File: src/core/scan_bus_pkg.sv
// constants and types shared by the scan-bus sequencer files
package scan_bus_pkg;

    // **********************************
    // sizes and timing
    // **********************************
    localparam int ADDR_W_STD   = 8;
    localparam int ADDR_W_LARGE = 11;
    localparam int CHAN_W       = 11;
    localparam int NUM_LINES    = 4;
    localparam int LINE_W       = 2;
    // strobe high time in clocks; wide strobe is at least twice this
    localparam int STEP_WIDTH   = 4;
    localparam int WIDTH_CNT_W  = 8;

    // **********************************
    // types
    // **********************************
    typedef enum logic [2:0] {
        ST_IDLE = 3'b001,
        ST_HIGH = 3'b010,
        ST_WIDE = 3'b100
    } strobe_state_e;

    typedef struct packed {
        logic              enable;
        logic [CHAN_W-1:0] channel;
    } scan_entry_s;

    typedef struct packed {
        logic             step;
        logic             frame;
    } strobe_evt_s;

endpackage

File: src/core/scan_bus_sequencer.sv
// signal-conditioning end of the shared analog scan bus: counter, table, line drive
`timescale 1ns/10ps
module scan_bus_sequencer #(
    parameter int ADDR_W     = scan_bus_pkg::ADDR_W_STD,
    parameter int STEP_WIDTH = scan_bus_pkg::STEP_WIDTH
) (
    input  wire logic                          clock,
    input  wire logic                          sys_rst,
    input  wire logic                          strobeIn,
    input  wire logic                          tableWrite,
    input  wire logic [ADDR_W-1:0]             tableAddr,
    input  scan_bus_pkg::scan_entry_s          tableData,
    output logic [scan_bus_pkg::NUM_LINES-1:0] lineEnable,
    output logic [scan_bus_pkg::CHAN_W-1:0]    selChannel,
    output logic [ADDR_W-1:0]                  addrCount
);

    // **********************************
    // sizes
    // **********************************
    // one entry per counter value, so the counter can never run off the table
    localparam int DEPTH = 1 << ADDR_W;

    // **********************************
    // types
    // **********************************
    // drive lines, channel number, counter and the whole table
    typedef logic [scan_bus_pkg::NUM_LINES-1:0]   lines_t;
    typedef logic [scan_bus_pkg::CHAN_W-1:0]      chan_t;
    typedef logic [ADDR_W-1:0]                    addr_t;
    typedef scan_bus_pkg::scan_entry_s [DEPTH-1:0] entries_t;

    // **********************************
    // state
    // **********************************
    // table shares the register but not the reset
    typedef struct packed {
        entries_t entries;
        addr_t    addr;
        lines_t   lines;
        chan_t    chan;
    } seq_s;

    // helpers below, save s_q and evt, are all filled at the top of the next-state process
    seq_s                      s_q;
    seq_s                      s_d;
    scan_bus_pkg::strobe_evt_s evt;
    scan_bus_pkg::scan_entry_s cur;
    addr_t                     nextAddr;
    logic                      moved;
    lines_t                    driveNext;
    chan_t                     chanNext;

    // **********************************
    // line decode
    // **********************************
    // one-hot line select from the two low channel bits, a to d
    function automatic lines_t line_of(
        input chan_t ch
    );
        lines_t r;
        case (ch[scan_bus_pkg::LINE_W-1:0])
            2'h0: begin
                r = lines_t'(4'h1);
            end
            2'h1: begin
                r = lines_t'(4'h2);
            end
            2'h2: begin
                r = lines_t'(4'h4);
            end
            2'h3: begin
                r = lines_t'(4'h8);
            end
            default: begin
                r = '0;
            end
        endcase
        return r;
    endfunction

    // a disabled entry still steps but drives nothing
    function automatic lines_t drive_of(
        input scan_bus_pkg::scan_entry_s e
    );
        lines_t r;
        r = '0;
        if (e.enable) begin
            r = line_of(e.channel);
        end
        return r;
    endfunction

    // **********************************
    // counter
    // **********************************
    // wraps at the table end; the wide strobe restarts the frame
    function automatic addr_t step_addr(
        input addr_t                     a,
        input scan_bus_pkg::strobe_evt_s e
    );
        addr_t r;
        case ({e.frame, e.step})
            2'b10: begin
                r = '0;
            end
            2'b01: begin
                r = a + addr_t'(1);
            end
            default: begin
                r = a;
            end
        endcase
        return r;
    endfunction

    // any classified strobe moves the drive; idle cycles leave it standing
    function automatic logic has_event(
        input scan_bus_pkg::strobe_evt_s e
    );
        return e.step | e.frame;
    endfunction

    // **********************************
    // scan table
    // **********************************
    // one entry replaced per write strobe; the rest hold
    function automatic entries_t write_entry(
        input entries_t                  tbl,
        input logic                      we,
        input addr_t                     idx,
        input scan_bus_pkg::scan_entry_s d
    );
        entries_t r;
        r = tbl;
        if (we) begin
            r[idx] = d;
        end
        return r;
    endfunction

    // read at the counter value the next edge will hold
    function automatic scan_bus_pkg::scan_entry_s entry_at(
        input entries_t tbl,
        input addr_t    idx
    );
        return tbl[idx];
    endfunction

    // **********************************
    // reset
    // **********************************
    // counter and drive cleared; table kept, so a bus reset needs no reload
    function automatic seq_s reset_state(
        input seq_s s
    );
        seq_s r;
        r       = s;
        r.addr  = '0;
        r.lines = '0;
        r.chan  = '0;
        return r;
    endfunction

    // **********************************
    // strobe width classifier
    // **********************************
    // events arrive on the same edge that first sees the strobe low
    strobe_classifier #(
        .STEP_WIDTH (STEP_WIDTH)
    ) u_strobe_classifier (
        .clock    (clock),
        .sys_rst  (sys_rst),
        .strobeIn (strobeIn),
        .evt      (evt)
    );

    // **********************************
    // next state
    // **********************************
    // ordering of entries is software's job; hardware trusts the low bits
    always_comb begin
        s_d       = s_q;
        nextAddr  = step_addr(s_q.addr, evt);
        cur       = entry_at(s_q.entries, nextAddr);
        moved     = has_event(evt);
        driveNext = drive_of(cur);
        chanNext  = cur.channel;

        s_d.entries = write_entry(s_q.entries, tableWrite, tableAddr, tableData);
        s_d.addr    = nextAddr;

        // drive moves only on a strobe, so loading the table never disturbs the bus
        if (moved) begin
            s_d.chan  = chanNext;
            s_d.lines = driveNext;
        end

        // writes still land during reset
        if (sys_rst) begin
            s_d = reset_state(s_d);
        end
    end

    // **********************************
    // state register
    // **********************************
    // table flops ride here too; no enable, every flop runs each edge
    always_ff @(posedge clock) begin
        s_q <= s_d;
    end

    // **********************************
    // outputs
    // **********************************
    assign lineEnable = s_q.lines;
    assign selChannel = s_q.chan;
    assign addrCount  = s_q.addr;

endmodule

File: src/core/strobe_classifier.sv
// classifies bus timing strobes as stepping or frame-start by their width
`timescale 1ns/10ps
module strobe_classifier #(
    parameter int STEP_WIDTH = scan_bus_pkg::STEP_WIDTH
) (
    input  wire logic                 clock,
    input  wire logic                 sys_rst,
    input  wire logic                 strobeIn,
    output scan_bus_pkg::strobe_evt_s evt
);

    // **********************************
    // state
    // **********************************
    typedef struct packed {
        scan_bus_pkg::strobe_state_e             st;
        logic [scan_bus_pkg::WIDTH_CNT_W-1:0]    width;
        scan_bus_pkg::strobe_evt_s               evt;
    } cls_s;

    localparam logic [scan_bus_pkg::WIDTH_CNT_W-1:0] WIDE_LIMIT =
        scan_bus_pkg::WIDTH_CNT_W'(2 * STEP_WIDTH - 1);

    cls_s s_q;
    cls_s s_d;

    // events fire at the falling edge, so width is known before acting
    always_comb begin
        s_d = s_q;
        s_d.evt = '0;
        case (s_q.st)
            scan_bus_pkg::ST_IDLE: begin
                if (strobeIn) begin
                    s_d.st = scan_bus_pkg::ST_HIGH;
                    s_d.width = 8'h01;
                end
            end
            scan_bus_pkg::ST_HIGH: begin
                if (!strobeIn) begin
                    s_d.st = scan_bus_pkg::ST_IDLE;
                    s_d.evt.step = 1'b1;
                end else if (s_q.width >= WIDE_LIMIT) begin
                    s_d.st = scan_bus_pkg::ST_WIDE;
                end else begin
                    s_d.width = s_q.width + 8'h01;
                end
            end
            scan_bus_pkg::ST_WIDE: begin
                if (!strobeIn) begin
                    s_d.st = scan_bus_pkg::ST_IDLE;
                    s_d.evt.frame = 1'b1;
                end
            end
            default: begin
                s_d.st = scan_bus_pkg::ST_IDLE;
            end
        endcase
    end

    always_ff @(posedge clock) begin
        if (sys_rst) begin
            s_q <= '{st: scan_bus_pkg::ST_IDLE, default: '0};
        end else begin
            s_q <= s_d;
        end
    end

    assign evt = s_q.evt;

endmodule

File: config.mk
export PLATFORM = sky130hd
export DESIGN_NAME = scan_bus_sequencer
export DESIGN_NICKNAME = d
export VERILOG_FILES = /design/src/core/scan_bus_pkg.sv /design/src/core/scan_bus_sequencer.sv /design/src/core/strobe_classifier.sv
export SDC_FILE = /design/constraint.sdc
export NUM_CORES = 2
export LEC_CHECK = 0
export BUFFER_PORTS_ARGS = -buffer_cell sky130_fd_sc_hd__buf_2
export CAP_MARGIN = 0
export CORE_ASPECT_RATIO = 2
export CORE_UTILIZATION = 50
export DETAILED_ROUTE_END_ITERATION = 6
export GPL_TIMING_DRIVEN = 1
export PLACE_DENSITY = 0.76
export SLEW_MARGIN = 0
export SYNTH_ARGS = -nofsm -noshare
export SYNTH_HDL_FRONTEND = slang
export SYNTH_SLANG_ARGS = --single-unit
File: constraint.sdc
create_clock -name clock -period 7.9 [get_ports clock]
set_input_delay 0 -clock clock [delete_from_list [all_inputs] [get_ports clock]]
set_output_delay 0 -clock clock [all_outputs]
set_load 0.005 [all_outputs]
# Word level (Yosys, flattened, before mapping)
# Index checks and enable logic that the tools add are counted.
[word_totals]
ff_bits = 3108
input_bits = 24
out_inout_bits = 23
wordCells = 566
[op_classes]
addsub = 2
order_cmp = 4
n_eq_ne = 13
n_mux = 18
bitwise_logic = 3
reduce_logical = 7
[op_table]
columns = ["operator", "count"]
rows = [
  ["$bwmux 3072", 1],
  ["$mux 3072", 1],
  ["$bmux 12 s8", 1],
  ["$demux 12 s8", 1],
  ["$pmux 8 s2", 2],
  ["$mux 12", 2],
  ["$lt 8x9->1 const B", 2],
  ["$add 8x1->8 const B", 2],
  ["$mux 8", 2],
  ["$pmux 4 s4", 1],
  ["$mux 11", 1],
  ["$mux 3", 3],
  ["$pmux 3 s3", 1],
  ["$ge 8x1->1 const B", 1],
  ["$ge 8x3->1 const B", 1],
  ["$ne 2x2->1 const B", 4],
  ["$eq 2x2->1 const B", 3],
  ["$eq 2x1->1 const B", 2],
  ["$mux 4", 1],
  ["$reduce_and 4->1", 1],
  ["$reduce_or 2->1", 2],
  ["$eq 3x1->1 const B", 1],
  ["$eq 3x2->1 const B", 1],
  ["$eq 3x3->1 const B", 1],
  ["8 further kinds", 9],
]

# Depth between registers and ports, before layout
[logic_depth]
word_depth = 7
mapped_depth = 18

# Cells and area by module
# Synthesis repeated with hierarchy kept, for this count alone.
[hier_totals]
hier_cells = 10071
hier_area_um2 = 129655.6
[by_module_without_submodules]
columns = ["module", "instances", "cells_per_inst", "area_per_inst_um2", "seq_area_each_um2"]
rows = [
  ["scan_bus_sequencer", 1, 10021, 129117.6, 92708.9],
  ["strobe_classifier", 1, 50, 538.0, 260.2],
]

# Worst setup path before layout
# OpenSTA, ideal clock, no wires.
[synth_path]
kind = "flip-flop to flip-flop"
from = "reg u_strobe_classifier.s_q, in the netlist u_strobe_classifier.evt[1]"
to = "reg s_q, in the netlist selChannel[4]"
setup_time_ns = 0.122
t_arrival_ns = 2.891
setup_slack_ns = 4.887
path_stages_with_launch = 16
path_buffers = 4
cell_sequence = "dfxtp_1 -> inv_1 -> ha_1 -> nand2b_4 -> a21boi_2 -> buf_6 -> buf_6 -> buf_6 -> buf_4 -> mux4_2 -> nand2_1 -> nand3_1 -> a311oi_1 -> o21ai_1 -> a32oi_1 -> o21ai_1"
[synth_between]
elab_chain_len = 4
[synth_rtl]
columns = ["element", "line", "source"]
rows = [
  ["start, declared", "strobe_classifier.sv:24", "cls_s s_q;"],
  ["start signal, assigned", "strobe_classifier.sv:62", "s_q <= '{st: scan_bus_pkg::ST_IDLE, default: '0};"],
  ["start signal, assigned", "strobe_classifier.sv:64", "s_q <= s_d;"],
  ["$eq 2x1->1 or $eq 2x2->1 (tied branches)", "scan_bus_sequencer.sv:103", "case ({e.frame, e.step})"],
  ["$pmux 8 s2", "scan_bus_sequencer.sv:103", ""],
  ["$bmux 12 s8", "scan_bus_sequencer.sv:147", "return tbl[idx];"],
  ["$mux 12 (not written as such)", "scan_bus_sequencer.sv:147", ""],
  ["end signal, assigned", "scan_bus_sequencer.sv:210", "s_q <= s_d;"],
  ["end, declared", "scan_bus_sequencer.sv:45", "seq_s s_q;"],
]
# Parallel ways exist; a longest one is shown, timed or not. The select of a mux whose other input is x is not followed.
# A chain may end at the register's enable or synchronous reset.

# Worst setup path after layout
[layout_path]
from = "reg u_strobe_classifier.s_q, in the netlist u_strobe_classifier.evt[1]"
to = "reg s_q, in the netlist lineEnable[3]"
[layout_between]
elab_chain_len = 7
[layout_rtl]
columns = ["element", "line", "source"]
rows = [
  ["$eq 2x1->1 or $eq 2x2->1 (tied branches)", "scan_bus_sequencer.sv:103", ""],
  ["$pmux 8 s2", "scan_bus_sequencer.sv:103", ""],
  ["$bmux 12 s8", "scan_bus_sequencer.sv:147", ""],
  ["$mux 12 (not written as such)", "scan_bus_sequencer.sv:147", ""],
  ["$eq 2x2->1 (tied with other cells)", "scan_bus_sequencer.sv:62", "case (ch[scan_bus_pkg::LINE_W-1:0])"],
  ["$pmux 4 s4", "scan_bus_sequencer.sv:62", ""],
  ["$mux 4", "scan_bus_sequencer.sv:88", "if (e.enable) begin"],
]
# Parallel ways exist; a longest one is shown, timed or not. The select of a mux whose other input is x is not followed.

==> metrics.log <==
INFO  metric period_share = 0.812
INFO  metric cts_tree = yes
INFO  metric report.final.setup_viol = 0
INFO  metric drc = 31
INFO  metric portBuffers = 46
INFO  metric timing.setup.critical_path_class = reg2reg
INFO  metric pin_count = 47
INFO  metric pwr-share-clk = 0.404
INFO  metric irDropWorstVdd = 206 uV
INFO  metric synthesis.instances = 7,568
INFO  metric switching_share = 0.200
INFO  metric cts_buffer_depth = 4
INFO  metric hold_violations = 0
INFO  metric first_global_vias = 75,900
INFO  metric fin_total_pwr = 31,200 uW
INFO  metric postSynthAreaPerCell = 16.7 um^2
INFO  metric initial_utilization = 0.504
INFO  metric grt_max_degree = 169
INFO  metric tritoncts.num_buffers = 242
INFO  metric final_design_area_no_fill = 140,000 um^2
INFO  metric antenna_found_initial = 29
INFO  metric count_of_distinct_cell_types_in_the_synthesized_netlist = 92
INFO  metric status = finished, violations left
INFO  metric fin_setup_tns = 0 ns
INFO  metric syn_nets = 7,596
INFO  metric transition_at_the_pin_with_the_smallest_max_transition_slack = 1.59 ns
INFO  metric pwr_per_cell_area = 223 nW/um^2
INFO  metric fp.dieH = 713 um
INFO  metric detail_route.vias_per_cell = 6.82
INFO  metric routed-via-count = 76,200
INFO  metric finalNetCount = 7,705
INFO  metric grt_pass1_wl = 538,000 um
INFO  metric timing.fmax = 156 MHz
INFO  metric static-leakage-power = 0.0444 uW
INFO  metric seq_area_frac_synth = 0.735
INFO  metric cts.reportedPaths.clkPinSlew = 0.07 ns
INFO  metric insertion_delay = 0.96 ns
INFO  metric worstPathRequired = 8.70 ns
INFO  metric yosysWarnings = 0
INFO  metric gp_congestion = 0.974
INFO  metric cap_viol_max_count = 6
INFO  metric drive_above_1_share = 0.181
INFO  metric clk_root_buffer_cell = sky130_fd_sc_hd__clkbuf_16
INFO  metric post_cts.repair.setup_buffers = 0
INFO  metric wirelength = 380,000 um
INFO  metric share_comb_of_total_power = 0.014
INFO  metric final_period_minus_worst_setup_slack = 6.41 ns
INFO  metric failing_checks = design-rule violations, max-capacitance violations, max-slew violations
INFO  metric timing.critical_path.to_type = flop
INFO  metric syn2layout_area_growth = 10.3%
INFO  metric routedWlPerCell = 34.0 um
INFO  metric cts_htree_levels = 4
INFO  metric power_frac_seq = 0.582
INFO  metric post-place-ws = 1.67 ns
INFO  metric fin_ws = 1.49 ns
INFO  metric dominantRegCellSynth = sky130_fd_sc_hd__edfxtp_1
INFO  metric global_route.overflow_total = 0
INFO  metric p_sw = 6240 uW
INFO  metric clock_sinks = 3,108
INFO  metric cp.arrival = 7.21 ns
INFO  metric worst-path-max-fanout = 115
INFO  metric syn-cell-area = 126,000 um^2
INFO  metric synth.ff_latch_count = 3,108
INFO  metric fin_skew = 0.0422 ns
INFO  metric die-width = 358 um
INFO  metric critical_path.startpoint_type = flop
INFO  metric maxSlewHeadroom = -0.0625
INFO  metric report.final.slew_viol_count = 17
INFO  metric internal-power = 24,900 uW
INFO  metric drt.antenna.violating_nets = 0
INFO  metric dpl.hpwl = 228,000 um
INFO  metric synth_edf_count = 3,072
INFO  metric grt_setup_unrepaired = false
INFO  metric synth_async_sr_flop_share = 0
INFO  metric global_route_total_usage_across_every_layer = 0.298
INFO  metric drt-pass1-iter-count = 7
INFO  metric die-area = 255,000 um^2
INFO  metric dr.first_iter.drc_count = 11,500
INFO  metric fp-row-count = 260
INFO  metric dpl_cell_area = 131,000 um^2
INFO  metric min_path_type = in2reg
INFO  metric coreArea = 251,000 um^2
==> synth_stat cells, drive strengths merged (12+ instances only) <==
cell     instances  share of area
edfxtp        3072           0.73
nand2          797          0.024
mux4           576           0.10
nor2           511          0.015
buf            372          0.019
a21oi          292          0.012
o21ai          284          0.011
nand3          244         0.0098
clkbuf         164         0.0049
o22ai          139         0.0069
a311oi         105         0.0073
inv            105         0.0031
nand2b         101         0.0051
and3            97         0.0048
nor3            93         0.0037
a21o            61         0.0036
a31oi           48         0.0024
o21a            48         0.0028
o2111ai         41         0.0028
o211ai          41         0.0025
nand3b          39         0.0023
dfxtp           36         0.0057
o221ai          35         0.0025
nor2b           27         0.0013
a2bb2oi         26         0.0018
a221oi          22         0.0016
o311ai          22         0.0018
a22oi           19         0.0011
or2             13        0.00064
nand4           12        0.00059
nor4            12        0.00059
==> through the flow <==
step                hold WS (ns)  cells   util
detailed placement         0.271  10700  0.522
floorplan                 0.0784   7568      -
finish                    0.0544  11200  0.555
global placement           0.254  10700  0.522
CTS                       0.0210  11100  0.555
global route              0.0588  11200  0.555
==> registers in the layout, indices dropped and copies added (netlist names) <==
| register | count |
|---|---|
| addrCount | 8 |
| u_strobe_classifier.evt | 2 |
| u_strobe_classifier.s_q | 11 |
| lineEnable | 4 |
| s_q | 3072 |
| selChannel | 11 |
==> worst max-delay path: stages (launching register included) <==
cell                       delay (ns)
sky130_fd_sc_hd__dfxtp_1         0.35
sky130_fd_sc_hd__inv_1           0.09
sky130_fd_sc_hd__ha_4            0.58
sky130_fd_sc_hd__buf_12          0.55
sky130_fd_sc_hd__nand2b_1        0.27
sky130_fd_sc_hd__o221a_4         0.58
sky130_fd_sc_hd__buf_12          0.56
sky130_fd_sc_hd__nand2_1         1.12
sky130_fd_sc_hd__o32ai_1         0.82
sky130_fd_sc_hd__nor3_1          0.31
sky130_fd_sc_hd__nor2_1          0.17
sky130_fd_sc_hd__nor3_1          0.11
sky130_fd_sc_hd__o32ai_2         0.46
sky130_fd_sc_hd__o31ai_1         0.13
==> cell type report <==
class                   instances  area (um^2)
clock inverters               171         1750
inverters                     105          402
multi-input cells            3819        30500
clock buffers                 275         6260
well taps                    3275         4100
fillers                     18600       112000
flip-flops and latches       3108        93000
repair buffers                401         3430
diodes                         22         55.1
==> routing by layer <==
| metal | up-vias | track usage | wire (um) |
|---|---|---|---|
| met1 | 38100 | 0.330 | 115000 |
| li1 | 30200 | - | - |
| met5 | - | 0 | 92 |
| met4 | 14 | 0.260 | 40300 |
| met3 | 1659 | 0.0653 | 40600 |
| met2 | 6234 | 0.482 | 184000 |
==> cells in the final DEF (no fill, tap or decap), types with 32 or more instances in the layout <==
| master | n |
|---|---|
| sky130_fd_sc_hd__a21o_1 | 61 |
| sky130_fd_sc_hd__a21oi_1 | 292 |
| sky130_fd_sc_hd__a311oi_1 | 104 |
| sky130_fd_sc_hd__a31oi_1 | 48 |
| sky130_fd_sc_hd__and3_1 | 96 |
| sky130_fd_sc_hd__buf_2 | 34 |
| sky130_fd_sc_hd__buf_4 | 294 |
| sky130_fd_sc_hd__clkbuf_16 | 245 |
| sky130_fd_sc_hd__clkinv_1 | 48 |
| sky130_fd_sc_hd__clkinv_2 | 50 |
| sky130_fd_sc_hd__dfxtp_1 | 34 |
| sky130_fd_sc_hd__edfxtp_1 | 3072 |
| sky130_fd_sc_hd__inv_1 | 103 |
| sky130_fd_sc_hd__mux4_2 | 576 |
| sky130_fd_sc_hd__nand2_1 | 792 |
| sky130_fd_sc_hd__nand2b_1 | 100 |
| sky130_fd_sc_hd__nand3_1 | 238 |
| sky130_fd_sc_hd__nand3b_1 | 39 |
| sky130_fd_sc_hd__nor2_1 | 479 |
| sky130_fd_sc_hd__nor2_2 | 32 |
| sky130_fd_sc_hd__nor3_1 | 77 |
| sky130_fd_sc_hd__o2111ai_1 | 41 |
| sky130_fd_sc_hd__o211ai_1 | 40 |
| sky130_fd_sc_hd__o21a_1 | 48 |
| sky130_fd_sc_hd__o21ai_0 | 252 |
| sky130_fd_sc_hd__o221ai_1 | 34 |
| sky130_fd_sc_hd__o22ai_1 | 139 |
==> kinds of logic (layout without fill, tap and decap cells) <==
logic type               Yosys count  in the layout  synth area share
other                              0             22                 0
AO/OA/AOI/OAI                   1261           1261            0.0655
buffers and inverters            641            952            0.0265
adder cells (fa/ha/maj)            4              4          0.000396
XOR/XNOR                           4              4          0.000396
flip-flops                      3108           3108             0.735
multiplexers                     580            580             0.103
AND/OR/NAND/NOR                 1970           1970            0.0692
==> power by group through the flow <==
stage | Combinational (uW) | Clock, uW | Sequential, uW
2_1_floorplan | 67.7 | 0 | 18500
3_3_place_gp | 391 | 0 | 18500
3_5_place_dp | 415 | 0 | 18500
4_1_cts | 427 | 12600 | 18100
5_1_grt | 452 | 13100 | 18100
6_report | 442 | 12600 | 18100
==> final timing paths <==
path	from	to	slack, ns	cells past startpoint
min reg2reg	u_strobe_classifier.s_q[8]	u_strobe_classifier.s_q[8]	0.52	2
max	u_strobe_classifier.evt[1]	lineEnable[3]	1.49	13
min	tableWrite	s_q[600]	0.05	3
max reg2reg	u_strobe_classifier.evt[1]	lineEnable[3]	1.49	13
==> what timing repair did <==
action | in CTS | in global routing
hold endpoints to repair | 1386 | 0
hold buffers | 28 | 0
gates resized for setup | 0 | 0
No activity file was read; power rests on OpenSTA's default activity.
